<file path="config.mk">
export PLATFORM = sky130hd
export DESIGN_NAME = afei_fifo_event_irq
export DESIGN_NICKNAME = d
export VERILOG_FILES = /design/src/hdl/afei_pkg.sv /design/src/hdl/afei_fifo_event_irq.sv
export SDC_FILE = /design/constraint.sdc
export NUM_CORES = 1
export LEC_CHECK = 0
export BUFFER_PORTS_ARGS = -buffer_cell sky130_fd_sc_hd__buf_2
export CAP_MARGIN = 5
export CELL_PAD_IN_SITES_DETAIL_PLACEMENT = 2
export CELL_PAD_IN_SITES_GLOBAL_PLACEMENT = 2
export CORE_MARGIN = 4
export CORE_UTILIZATION = 24
export CTS_CLUSTER_SIZE = 25
export DETAILED_ROUTE_END_ITERATION = 10
export PLACE_DENSITY_LB_ADDON = 0.1
export SLEW_MARGIN = 20
export SYNTH_ARGS = -nofsm -noshare
export SYNTH_HDL_FRONTEND = slang
export SYNTH_SLANG_ARGS = --single-unit
</file>
<file path="constraint.sdc">
create_clock -name clock -period 1.7 [get_ports clock]
set_input_delay 0 -clock clock [delete_from_list [all_inputs] [get_ports clock]]
set_output_delay 0 -clock clock [all_outputs]
set_load 0.01 [all_outputs]
</file>
<file path="src/hdl/afei_pkg.sv">
// Package for the result queue event interrupt block: addresses, layouts, reset values
package afei_pkg;

	// Register byte addresses (full system addresses)
	localparam logic [31:0] ENABLE_ADDR = 32'h4002_1218;
	localparam logic [31:0] STATUS_ADDR = 32'h4002_121c;
	localparam logic [31:0] CLEAR_ADDR = 32'h4002_1220;

	// Field layout
	localparam int EVENT_COUNT = 9;
	localparam int CHAN_COUNT = 3;
	localparam int EVENTS_PER_CHAN = 3;
	localparam int FULL_POS = 0;
	localparam int AFULL_POS = 1;
	localparam int NONEMPTY_POS = 2;
	// Processor interrupt line that status bit 0 feeds
	localparam int FIRST_IRQ_LINE = 109;

	// Reset values
	localparam logic [8:0] ENABLE_RESET = 9'h000;
	localparam logic [8:0] STATUS_RESET = 9'h000;
	localparam logic [31:0] READ_IDLE = 32'h0000_0000;
	// Unmapped reads return this value
	localparam logic [31:0] UNMAPPED_DATA = 32'h0000_0000;

	// Level flags of one result queue
	typedef struct packed {
		logic empty;
		logic almost_full;
		logic full;
	} afei_queue_flags_t;

	// Register access decode
	typedef enum logic [1:0] {
		AFEI_SEL_NONE,
		AFEI_SEL_ENABLE,
		AFEI_SEL_STATUS,
		AFEI_SEL_CLEAR
	} afei_sel_t;

	// Slave answer state
	typedef enum logic {
		AFEI_IDLE,
		AFEI_DONE
	} afei_bus_state_t;

endpackage : afei_pkg

</file>
<file path="src/hdl/afei_fifo_event_irq.sv">
// Result queue event interrupt block with an Avalon-MM register slave
//
// Design decision made here: the Avalon-MM slave port.
`timescale 1ns/1ps
module afei_fifo_event_irq
	import afei_pkg::*;
(
	// Clock and reset
	input wire logic clock,
	input wire logic sys_rst,
	// Result queue level flags, one group per channel
	input wire afei_queue_flags_t ch0_result_queue,
	input wire afei_queue_flags_t ch1_result_queue,
	input wire afei_queue_flags_t ch2_result_queue,
	// Avalon-MM slave
	input wire logic [31:0] avs_address,
	input wire logic avs_read,
	input wire logic avs_write,
	input wire logic [3:0] avs_byteenable,
	input wire logic [31:0] avs_writedata,
	output logic [31:0] avs_readdata,
	output logic avs_waitrequest,
	output logic [1:0] avs_response,
	// Processor interrupt lines 117..109, bit n is line 109+n
	output logic [EVENT_COUNT-1:0] proc_irq
);

	////////////////////////////////////////////////////////////////////////////
	// Address decode

	function automatic afei_sel_t afei_decode(input logic [31:0] addr);
		case (addr)
			ENABLE_ADDR: afei_decode = AFEI_SEL_ENABLE;
			STATUS_ADDR: afei_decode = AFEI_SEL_STATUS;
			CLEAR_ADDR: afei_decode = AFEI_SEL_CLEAR;
			default: afei_decode = AFEI_SEL_NONE;
		endcase
	endfunction : afei_decode

	////////////////////////////////////////////////////////////////////////////
	// Edge detection

	afei_queue_flags_t chan_now [CHAN_COUNT];
	afei_queue_flags_t chan_prev_ff [CHAN_COUNT];
	logic [EVENT_COUNT-1:0] event_set;

	assign chan_now[0] = ch0_result_queue;
	assign chan_now[1] = ch1_result_queue;
	assign chan_now[2] = ch2_result_queue;

	// Previous samples start at reset levels: empty high, fill flags low
	genvar gc;
	generate
		for (gc = 0; gc < CHAN_COUNT; gc++) begin : g_chan
			always_ff @(posedge clock) begin
				if (sys_rst) begin
					chan_prev_ff[gc] <= '{empty: 1'b1, almost_full: 1'b0, full: 1'b0};
				end else begin
					chan_prev_ff[gc] <= chan_now[gc];
				end
			end
			assign event_set[gc*EVENTS_PER_CHAN+NONEMPTY_POS] =
				chan_prev_ff[gc].empty & ~chan_now[gc].empty;
			assign event_set[gc*EVENTS_PER_CHAN+AFULL_POS] =
				~chan_prev_ff[gc].almost_full & chan_now[gc].almost_full;
			assign event_set[gc*EVENTS_PER_CHAN+FULL_POS] =
				~chan_prev_ff[gc].full & chan_now[gc].full;
		end
	endgenerate

	////////////////////////////////////////////////////////////////////////////
	// Register slave

	afei_bus_state_t bus_state_ff;
	afei_bus_state_t nxt_bus_state;
	afei_sel_t access_sel;
	logic access_req;
	logic access_take;
	logic wr_enable;
	logic wr_clear;
	logic [EVENT_COUNT-1:0] enable_ff;
	logic [EVENT_COUNT-1:0] nxt_enable;
	logic [EVENT_COUNT-1:0] status_ff;
	logic [EVENT_COUNT-1:0] nxt_status;
	logic [EVENT_COUNT-1:0] clear_bits;
	logic [31:0] nxt_readdata;
	logic [1:0] nxt_response;

	assign access_sel = afei_decode(avs_address);
	assign access_req = avs_read | avs_write;
	// Request is taken on the edge where waitrequest is seen low
	assign access_take = access_req & (bus_state_ff == AFEI_DONE);
	assign nxt_bus_state = (access_req && bus_state_ff == AFEI_IDLE) ? AFEI_DONE : AFEI_IDLE;
	assign wr_enable = access_take & avs_write & (access_sel == AFEI_SEL_ENABLE) &
		avs_byteenable[0] & avs_byteenable[1];
	assign wr_clear = access_take & avs_write & (access_sel == AFEI_SEL_CLEAR) &
		avs_byteenable[0] & avs_byteenable[1];
	// Bits 31..9 of writes are dropped
	assign nxt_enable = wr_enable ? avs_writedata[EVENT_COUNT-1:0] : enable_ff;
	// Clear is a strobe only; nothing is stored
	assign clear_bits = wr_clear ? avs_writedata[EVENT_COUNT-1:0] : '0;
	// Set wins over clear; bits hold otherwise
	assign nxt_status = (status_ff & ~clear_bits) | event_set;

	// Read mux; clear register reads as zero
	assign nxt_readdata = !(access_req && avs_read && bus_state_ff == AFEI_IDLE) ? READ_IDLE :
		(access_sel == AFEI_SEL_ENABLE) ? {23'h000000, enable_ff} :
		(access_sel == AFEI_SEL_STATUS) ? {23'h000000, status_ff} :
		UNMAPPED_DATA;
	assign nxt_response = (access_sel == AFEI_SEL_NONE ||
		(avs_write && access_sel == AFEI_SEL_STATUS)) ? 2'h2 : 2'h0;

	always_ff @(posedge clock) begin
		if (sys_rst) begin
			bus_state_ff <= AFEI_IDLE;
			avs_readdata <= READ_IDLE;
			avs_response <= 2'h0;
		end else begin
			bus_state_ff <= nxt_bus_state;
			avs_readdata <= nxt_readdata;
			avs_response <= nxt_response;
		end
	end

	// Waitrequest is high at rest and drops for one cycle to answer
	always_ff @(posedge clock) begin
		if (sys_rst) begin
			avs_waitrequest <= 1'b1;
		end else begin
			avs_waitrequest <= ~(access_req & (bus_state_ff == AFEI_IDLE));
		end
	end

	always_ff @(posedge clock) begin
		if (sys_rst) begin
			enable_ff <= ENABLE_RESET;
			status_ff <= STATUS_RESET;
		end else begin
			enable_ff <= nxt_enable;
			status_ff <= nxt_status;
		end
	end

	////////////////////////////////////////////////////////////////////////////
	// Interrupt lines, registered from the next status and enable

	always_ff @(posedge clock) begin
		if (sys_rst) begin
			proc_irq <= '0;
		end else begin
			proc_irq <= nxt_status & nxt_enable;
		end
	end

	////////////////////////////////////////////////////////////////////////////
	// Per-bit status checks

	genvar gb;
	generate
		for (gb = 0; gb < EVENT_COUNT; gb++) begin : g_bit_chk

		end
	endgenerate

	////////////////////////////////////////////////////////////////////////////
	// Per-channel event checks

	genvar gk;
	generate
		for (gk = 0; gk < CHAN_COUNT; gk++) begin : g_chan_chk

		end
	endgenerate
endmodule : afei_fifo_event_irq

</file>
Word-level counts from Yosys, hierarchy flattened
Memory sizes are Yosys's and may differ from the RTL's.
Cells that the tools add are included.
{"block": "op_classes", "bitwise_logic": 38, "n_reduce_logical": 8, "n_eq_ne": 6, "n_mux": 13}
{"operator": "equality test 32 x 31 -> 1 bit (second input constant)", "n": 3}
{"operator": "two-way mux 9 bit", "n": 4}
{"operator": "bitwise AND 1 bit", "n": 18}
{"operator": "bitwise AND 9 bit", "n": 2}
{"operator": "inverter 1 bit", "n": 12}
{"operator": "two-way mux 3 bit", "n": 3}
{"operator": "inverter 9 bit", "n": 1}
{"operator": "OR 9 bit", "n": 1}
{"operator": "case mux 2 bit (3 select lines)", "n": 1}
{"operator": "equality test 2 bit (second input constant)", "n": 2}
{"operator": "logical AND 1 bit", "n": 4}
{"operator": "two-way mux 1 bit", "n": 4}
{"operator": "OR 1 bit", "n": 4}
{"operator": "OR reduction 3 bit", "n": 1}
{"operator": "equality test 2 x 1 -> 1 bit (second input constant)", "n": 1}
{"operator": "zero test 2 bit", "n": 1}
{"operator": "two-way mux 2 bit", "n": 1}
{"operator": "OR reduction 2 bit", "n": 1}
{"operator": "logical OR 1 bit", "n": 1}
{"block": "word_totals", "ff_bits": 63, "ram_bits": 9, "output_inout_bits": 44, "n_memories": 1}
{"name": "chan_prev_ff", "words": 3, "word_bits": 3, "read_ports": 3, "rd_ports_with_merged_regs": 0, "wr": 3, "line_no": "afei_fifo_event_irq.sv:44", "source": "afei_queue_flags_t chan_prev_ff [CHAN_COUNT];"}

Longest topological paths before layout
Gate-level depths: netlist of the first run.
{"block": "depth", "word_depth": 11, "ltp_mapped": 7, "mapped_depth_nobuf": 4}

Worst setup path before layout of the first run
OpenSTA, ideal clock, no wires.
{"block": "synth_timing", "path_kind": "register to register", "from": "reg bus_state_ff", "to": "reg proc_irq[1]", "setup_ps": 141, "arrival_ps": 1340, "path_stages_with_launch": 6, "synth_period_minus_slack_ps": 1482, "path_slack_ps": 218, "cell_sequence": "dfxtp_1 nand4_1 or2_2 buf_1 o31ai_1 a2111oi_2"}
{"block": "synth_via", "elab_chain_cells": 10, "elab_cells_between_ends": 14}
{"item": "from (decl)", "line_no": "afei_fifo_event_irq.sv:74", "source": "afei_bus_state_t bus_state_ff;"}
{"item": "from (signal assigned)", "line_no": "afei_fifo_event_irq.sv:119", "source": "bus_state_ff <= nxt_bus_state;"}
{"item": "bitwise AND 1 bit (*)", "line_no": "afei_fifo_event_irq.sv:92", "source": "assign access_take = access_req & (bus_state_ff == AFEI_DONE);"}
{"item": "bitwise AND 1 bit (*)", "line_no": "afei_fifo_event_irq.sv:94, afei_fifo_event_irq.sv:96"}
{"item": "bitwise AND 1 bit (2 in a row)", "line_no": "afei_fifo_event_irq.sv:96", "source": "assign wr_clear = access_take & avs_write & (access_sel == AFEI_SEL_CLEAR) &"}
{"item": "bitwise AND 1 bit", "line_no": "afei_fifo_event_irq.sv:97", "source": "avs_byteenable[0] & avs_byteenable[1];"}
{"item": "two-way mux 9 bit", "line_no": "afei_fifo_event_irq.sv:101", "source": "assign clear_bits = wr_clear ? avs_writedata[EVENT_COUNT-1:0] : '0;"}
{"item": "inverter 9 bit", "line_no": "afei_fifo_event_irq.sv:103", "source": "assign nxt_status = (status_ff & ~clear_bits) | event_set;"}
{"item": "bitwise AND 9 bit", "line_no": "afei_fifo_event_irq.sv:103"}
{"item": "OR 9 bit", "line_no": "afei_fifo_event_irq.sv:103"}
{"item": "bitwise AND 9 bit (*)", "line_no": "afei_fifo_event_irq.sv:151", "source": "proc_irq <= nxt_status & nxt_enable;"}
{"item": "to (signal assigned)", "line_no": "afei_fifo_event_irq.sv:151"}
{"item": "to (decl)", "line_no": "afei_fifo_event_irq.sv:25", "source": "output logic [EVENT_COUNT-1:0] proc_irq"}
Mark *: on every way between the ends. The rest lies on a longest branch, timed or not.
A chain may end at the register's enable or synchronous reset.

Final worst setup path of the first run
{"block": "layout_timing", "from": "reg bus_state_ff", "to": "reg proc_irq[4]"}
Same word-level chain as after synthesis.

==> impl_metrics.tcl, run 1 <==
set metrics [dict create \
    min_period_ps 1610 \
    whs_path_depth 3 \
    outcome "finished clean" \
    setup_tns_ps 0 \
    layout_commonest_cell "buf_2" \
    wl_met2_mm 3.46 \
    die_w_um 105 \
    worstSetupPathType "register to register" \
    ios 125 \
    final_cell_mix "75 x buf_2, 48 x dfxtp_1, 24 x conb_1" \
    worstSetupEndpointType "register" \
    p_per_area_nw_per_um2 741 \
    p_int_mw 1.71 \
    final.period_utilization_pct 94.7 \
    clock.fmax_ghz 0.621 \
    hpwl_mm 5.20 \
    critical_path.cell_chain "nand4_1, or2_2, o31ai_2, a2111oi_2" \
    gp_congestion 0.701 \
    core_um2 8890 \
    hp-class "input pin to register" \
    top_layer_used "met4" \
    detail-route-antenna-nets 0 \
    drtIter0Drc 59 \
    nFillCells 1010 \
    ir_worst_vdd_mv 0.304 \
    die_y_um 105 \
    cp-start-kind "register" \
    drv_cap 0 \
    synth_top_area_share_pct 42.9 \
    vias 2109 \
    yosysTopAreaCell "dfxtp_1" \
    slowest_stage "or2_2" \
    synth_compound_area_share_pct 12.8 \
    synth-seq-area-share_pct 42.9 \
    antenna_found_initial 0 \
    yosysWarnings 0 \
    critPathArrivalTime_ps 1770 \
    design.die.area_um2 10900 \
    synth.area.mux_share_pct 0 \
    setup_viol 0 \
    max_stage_delay_ps 450 \
    num_rows 34 \
    synth-xor-area-share_pct 0 \
    track_usage_pct 12.8 \
    cp.required_ps 1860 \
    yosysUniqueCellTypes 33 \
    port_buffers 75 \
    hold_viol_final 0 \
    syn_inst 232 \
    gr-total-overflow 0 \
    synthSimpleGateAreaFrac_pct 32.2 \
    final_layout_size_suffix_gt1_share_pct 38.6 \
    clk_pin_slew_ps 90 \
    power.total_mw 2.25 \
    p_sw_mw 0.539 \
    synth_area_um2 2240 \
    cp_num_cells 4 \
    h-tree-depth 2 \
    viasPerCell 4.79 \
    crit_family "simple AND/OR/NAND/NOR gates" \
    cp_max_fo 9 \
    synth-adder-area-share_pct 0 \
    place_inst 419 \
    synth_top_family_by_area "simple AND/OR/NAND/NOR gates" \
    comb_power_share_pct 11.0 \
    grt_pass1_wl_mm 11.5 \
    drc_errors 0 \
    routed_wl_mm 6.99 \
    pwr-share-clk_pct 37.0 \
    diodes 0 \
    clockRootBuffer "clkbuf_8" \
    worst-path-buf-inv 0 \
    synth-seq-cells 48 \
    cts_sinks 48 \
    final_nets 412 \
    cts.path.max_buffers 2 \
    route.met3.wl_um 361 \
    finalMaxSlewViolations 0 \
    rsz0062_at_grt "true" \
    wl_per_cell_um 15.9 \
    clk_latency_ps 300 \
    grt_max_degree 38 \
    skew_ps 9.51 \
    start_util_pct 25.2 \
    final_cell_area_um2 3040 \
    r2r_cells 4 \
    place_area_um2 2760 \
    tritoncts "yes" \
    first_pass_iters 5 \
    synthToLayoutAreaGrowth_pct 35.6 \
    seqPwrFrac_pct 52.0 \
    netSwitchingFraction_pct 23.9 \
    final_core_util_pct 34.2 \
    fin_cells 440 \
    cts_made_buffers 5 \
    wl_met1_mm 3.12 \
    synth.area.top_cells "dfxtp_1 43%, buf_4 9.4%, nand4_1 5.3%" \
    p_leak_nw 1.22 \
    first_global_vias 2318 \
    syn_area_per_cell_um2 9.66 \
]
[what timing repair did]
item	in CTS	in global routing
gates cloned	0	0
endpoints found under the setup margin	1	11
hold buffers	13	0
gates resized for setup	1	7
hold endpoints to repair	14	0
setup buffers	0	0
[synth_stat cells (all sizes together)]
cell     count
dfxtp       48
buf         33
nand4       21
nor2b       15
nor4        12
a21oi       10
nand2       10
nand2b      10
nor3        10
a2111oi      9
a21boi       9
nand4b       9
o31ai        9
clkbuf       7
nor4b        5
or2          4
nor2         3
and4         2
and2         1
and3b        1
conb         1
inv          1
nand3        1
o21a         1
[area by class of cell]
type	instances	area, um2	area share (%)
inverters	1	3.75	0.124
multi-input cells	166	1140	37.5
flip-flops and latches	48	961	31.6
clock buffers	5	68.8	2.26
well taps	108	135	4.45
clock inverters	3	42.5	1.40
repair buffers	109	688	22.6
[routing by layer]
| metal | up-vias | global-route usage (%) |
|---|---|---|
| li1 | 1014 | - |
| met2 | 67 | 23.5 |
| met1 | 1026 | 15.3 |
| met4 | 0 | 3.37 |
| met5 | - | 0 |
| met3 | 2 | 2.34 |
[power groups by stage]
stage	Clock [mW]	Sequential [mW]	Combinational, mW
floorplan	0	1.19	0.155
global placement	0	1.20	0.218
detailed placement	0	1.20	0.225
CTS	0.867	1.17	0.248
global route	0.906	1.18	0.279
finish	0.834	1.17	0.247
[path summary, 6_finish.rpt]
check / slack, ps / end / start
setup / recovery: 90 / proc_irq[4] / bus_state_ff
hold / removal: 9 / enable_ff[8] / avs_writedata[8]
setup reg to reg: 90 / proc_irq[4] / bus_state_ff
hold reg to reg: 510 / enable_ff[7] / enable_ff[7]
[per-stage QoR]
stage               hold slack, ps  worst slack (ps)
global route                  8.52             -46.3
CTS                          0.937              35.1
floorplan                      107               218
global placement               199              25.6
finish                        9.36              90.0
detailed placement             200              14.8
[kinds of logic after synthesis]
kind of cell / count (synthesis)
AOI/OAI and AO/OA: 38
buffers and inverters: 41
DFF: 48
other: 1
and+or+nand+nor: 104
[worst register-to-register path, stage by stage, from the launching register on]
cell and delay, ps:
dfxtp_1 350, nand4_1 180, or2_2 450, o31ai_2 360, a2111oi_2 130
[flip-flops by register name (all words and copies together), names as in the netlist]
register         count
proc_irq             9
avs_readdata         9
enable_ff            9
avs_waitrequest      1
chan_prev_ff         9
status_ff            9
bus_state_ff         1
avs_response         1
Note: power is estimated with default switching activity, not from simulation.
==> inputs of run 2 (changes only) <==
--- a/config.mk
+++ b/config.mk
@@ -13,6 +13,7 @@
 export CORE_UTILIZATION = 24
 export CTS_CLUSTER_SIZE = 25
 export DETAILED_ROUTE_END_ITERATION = 10
+export MAX_ROUTING_LAYER = met4
 export PLACE_DENSITY_LB_ADDON = 0.1
 export SLEW_MARGIN = 20
 export SYNTH_ARGS = -nofsm -noshare
==> run 2 against run 1 <==
Effect of this change:
- worst hold slack got worse by 2.2 ps
- largest cell class unchanged
- routed wire length fell by 0.13%
- die area unchanged
- first-iteration DRC count fell by 5.1%
- critical path depth unchanged
- flip-flop and latch count did not move
- register-to-register slack hardly changed
- via count fell by 0.28%
- setup slack improved by 2.0 ps
- non-clock buffer count stayed put
- global-route usage rose by 0.37 points
- fmax is 0.12% higher
==> impl_metrics.tcl, run 2 (synthesized netlist as in run 1, its figures left out) <==
set metrics [dict create \
    outcome "finished clean" \
    clock.fmax_ghz 0.622 \
    place_area_um2 2760 \
    p_sw_mw 0.539 \
    worst-path-buf-inv 0 \
    grt_pass1_wl_mm 11.5 \
    grt_max_degree 38 \
    seqPwrFrac_pct 52.0 \
    final.period_utilization_pct 94.6 \
    first_pass_iters 4 \
    core_um2 8890 \
    clk_pin_slew_ps 90 \
    whs_path_depth 3 \
    ir_worst_vdd_mv 0.307 \
    fin_cells 440 \
    netSwitchingFraction_pct 23.9 \
    final_cell_mix "75 x buf_2, 48 x dfxtp_1, 24 x conb_1" \
    critical_path.cell_chain "nand4_1, or2_2, o31ai_2, a2111oi_2" \
    endpoint "proc_irq[4]" \
    hp-class "input pin to register" \
    detail-route-antenna-nets 0 \
    final_nets 412 \
    r2r-end "proc_irq[4]" \
    setup_viol 0 \
    finalMaxSlewViolations 0 \
    critPathArrivalTime_ps 1770 \
    max_stage_delay_ps 450 \
    worstSetupEndpointType "register" \
    cts.path.max_buffers 2 \
    nFillCells 1010 \
    hpwl_mm 5.20 \
    gr-total-overflow 0 \
    wl_per_cell_um 15.9 \
    min_period_ps 1610 \
    holdWs_ps 7.12 \
    clk_latency_ps 300 \
    track_usage_pct 13.2 \
    first_global_vias 2321 \
    worstSetupPathType "register to register" \
    layout_commonest_cell "buf_2" \
    cp_max_fo 9 \
    h-tree-depth 2 \
    viasPerCell 4.78 \
    crit_start "bus_state_ff" \
    cts_sinks 48 \
    final_cell_area_um2 3040 \
    cp_num_cells 4 \
    crit_family "simple AND/OR/NAND/NOR gates" \
    gp_congestion 0.709 \
    routed_wl_mm 6.98 \
    power.total_mw 2.25 \
    vias 2103 \
    cts_made_buffers 5 \
    drv_cap 0 \
    cp-start-kind "register" \
    slowest_stage "or2_2" \
    synthToLayoutAreaGrowth_pct 35.6 \
    rsz0062_at_grt "true" \
    ios 125 \
    final_core_util_pct 34.2 \
    p_int_mw 1.71 \
    rrSetupSlack_ps 90 \
    design.die.area_um2 10900 \
    p_leak_nw 1.22 \
    die_w_um 105 \
    skew_ps 8.65 \
    pwr-share-clk_pct 37.0 \
    start_util_pct 25.2 \
    final_layout_size_suffix_gt1_share_pct 38.6 \
    num_rows 34 \
    comb_power_share_pct 11.0 \
    r2r_cells 4 \
    drc_errors 0 \
    diodes 0 \
    regToRegStartpoint "bus_state_ff" \
    tritoncts "yes" \
    drtIter0Drc 56 \
    die_y_um 105 \
    cp.required_ps 1860 \
    antenna_found_initial 0 \
    clockRootBuffer "clkbuf_8" \
    hold_viol_final 0 \
    port_buffers 75 \
    p_per_area_nw_per_um2 741 \
    place_inst 419 \
]
run 2: cell counts in the layout (fill, tap and decap cells not counted):
Identical to the previous run, type by type.
run 2: final cells by class:
| cell class | instances | area [um2] | share of cell area, % |
|---|---|---|---|
| clock buffer | 5 | 68.8 | 2.26 |
| clock inverter | 3 | 42.5 | 1.40 |
| inverter | 1 | 3.75 | 0.124 |
| multi-input combinational | 166 | 1140 | 37.5 |
| sequential | 48 | 961 | 31.6 |
| tap | 108 | 135 | 4.45 |
| timing repair buffer | 109 | 688 | 22.6 |
run 2: through the flow:
step / setup slack, ps / TNS, ps
after floorplan: 218 / 0
after global placement: 25.6 / 0
after detailed placement: 14.8 / 0
after CTS: 35.1 / 0
after global routing: -46.3 / -136
final: 92.0 / 0
run 2: worst min path at each step:
stage,startpoint,end,slack [ps]
floorplan,ch0_result_queue[2],chan_prev_ff[0][2],110
global placement,ch2_result_queue[2],chan_prev_ff[2][2],200
detailed placement,ch2_result_queue[2],chan_prev_ff[2][2],200
CTS,avs_writedata[8],enable_ff[8],0.9
global route,avs_writedata[6],enable_ff[6],9
finish,avs_writedata[8],enable_ff[8],7
run 2: metal layers:
layer	vias to the layer above	share of wire (%)	global-route usage, %
li1	1014	-	-
met1	1020	45	15.3
met2	65	49	23.4
met3	4	5.2	2.47
met4	0	0.90	3.37
met5	-	0	-
run 2: worst reg2reg max path, delay by kind of cell, from the launching register on:
kind	cells	cell delay [ps]
simple gates	2	630
flops	1	350
compound gates	2	490
run 2: timing repair:
item / CTS / global route
hold buffers: 13 / 0
buffers inserted: 0 / 0
setup endpoints to repair: 1 / 11
resized for setup: 1 / 7
gates cloned: 0 / 0
hold endpoints to repair: 14 / 0
run 2: power groups by stage:
stage	sequential (mW)	clock, mW	combinational [mW]
final	1.17	0.834	0.247
after floorplan	1.19	0	0.155
after CTS	1.17	0.867	0.248
after global routing	1.18	0.906	0.279
after detailed placement	1.20	0	0.225
after global placement	1.20	0	0.218
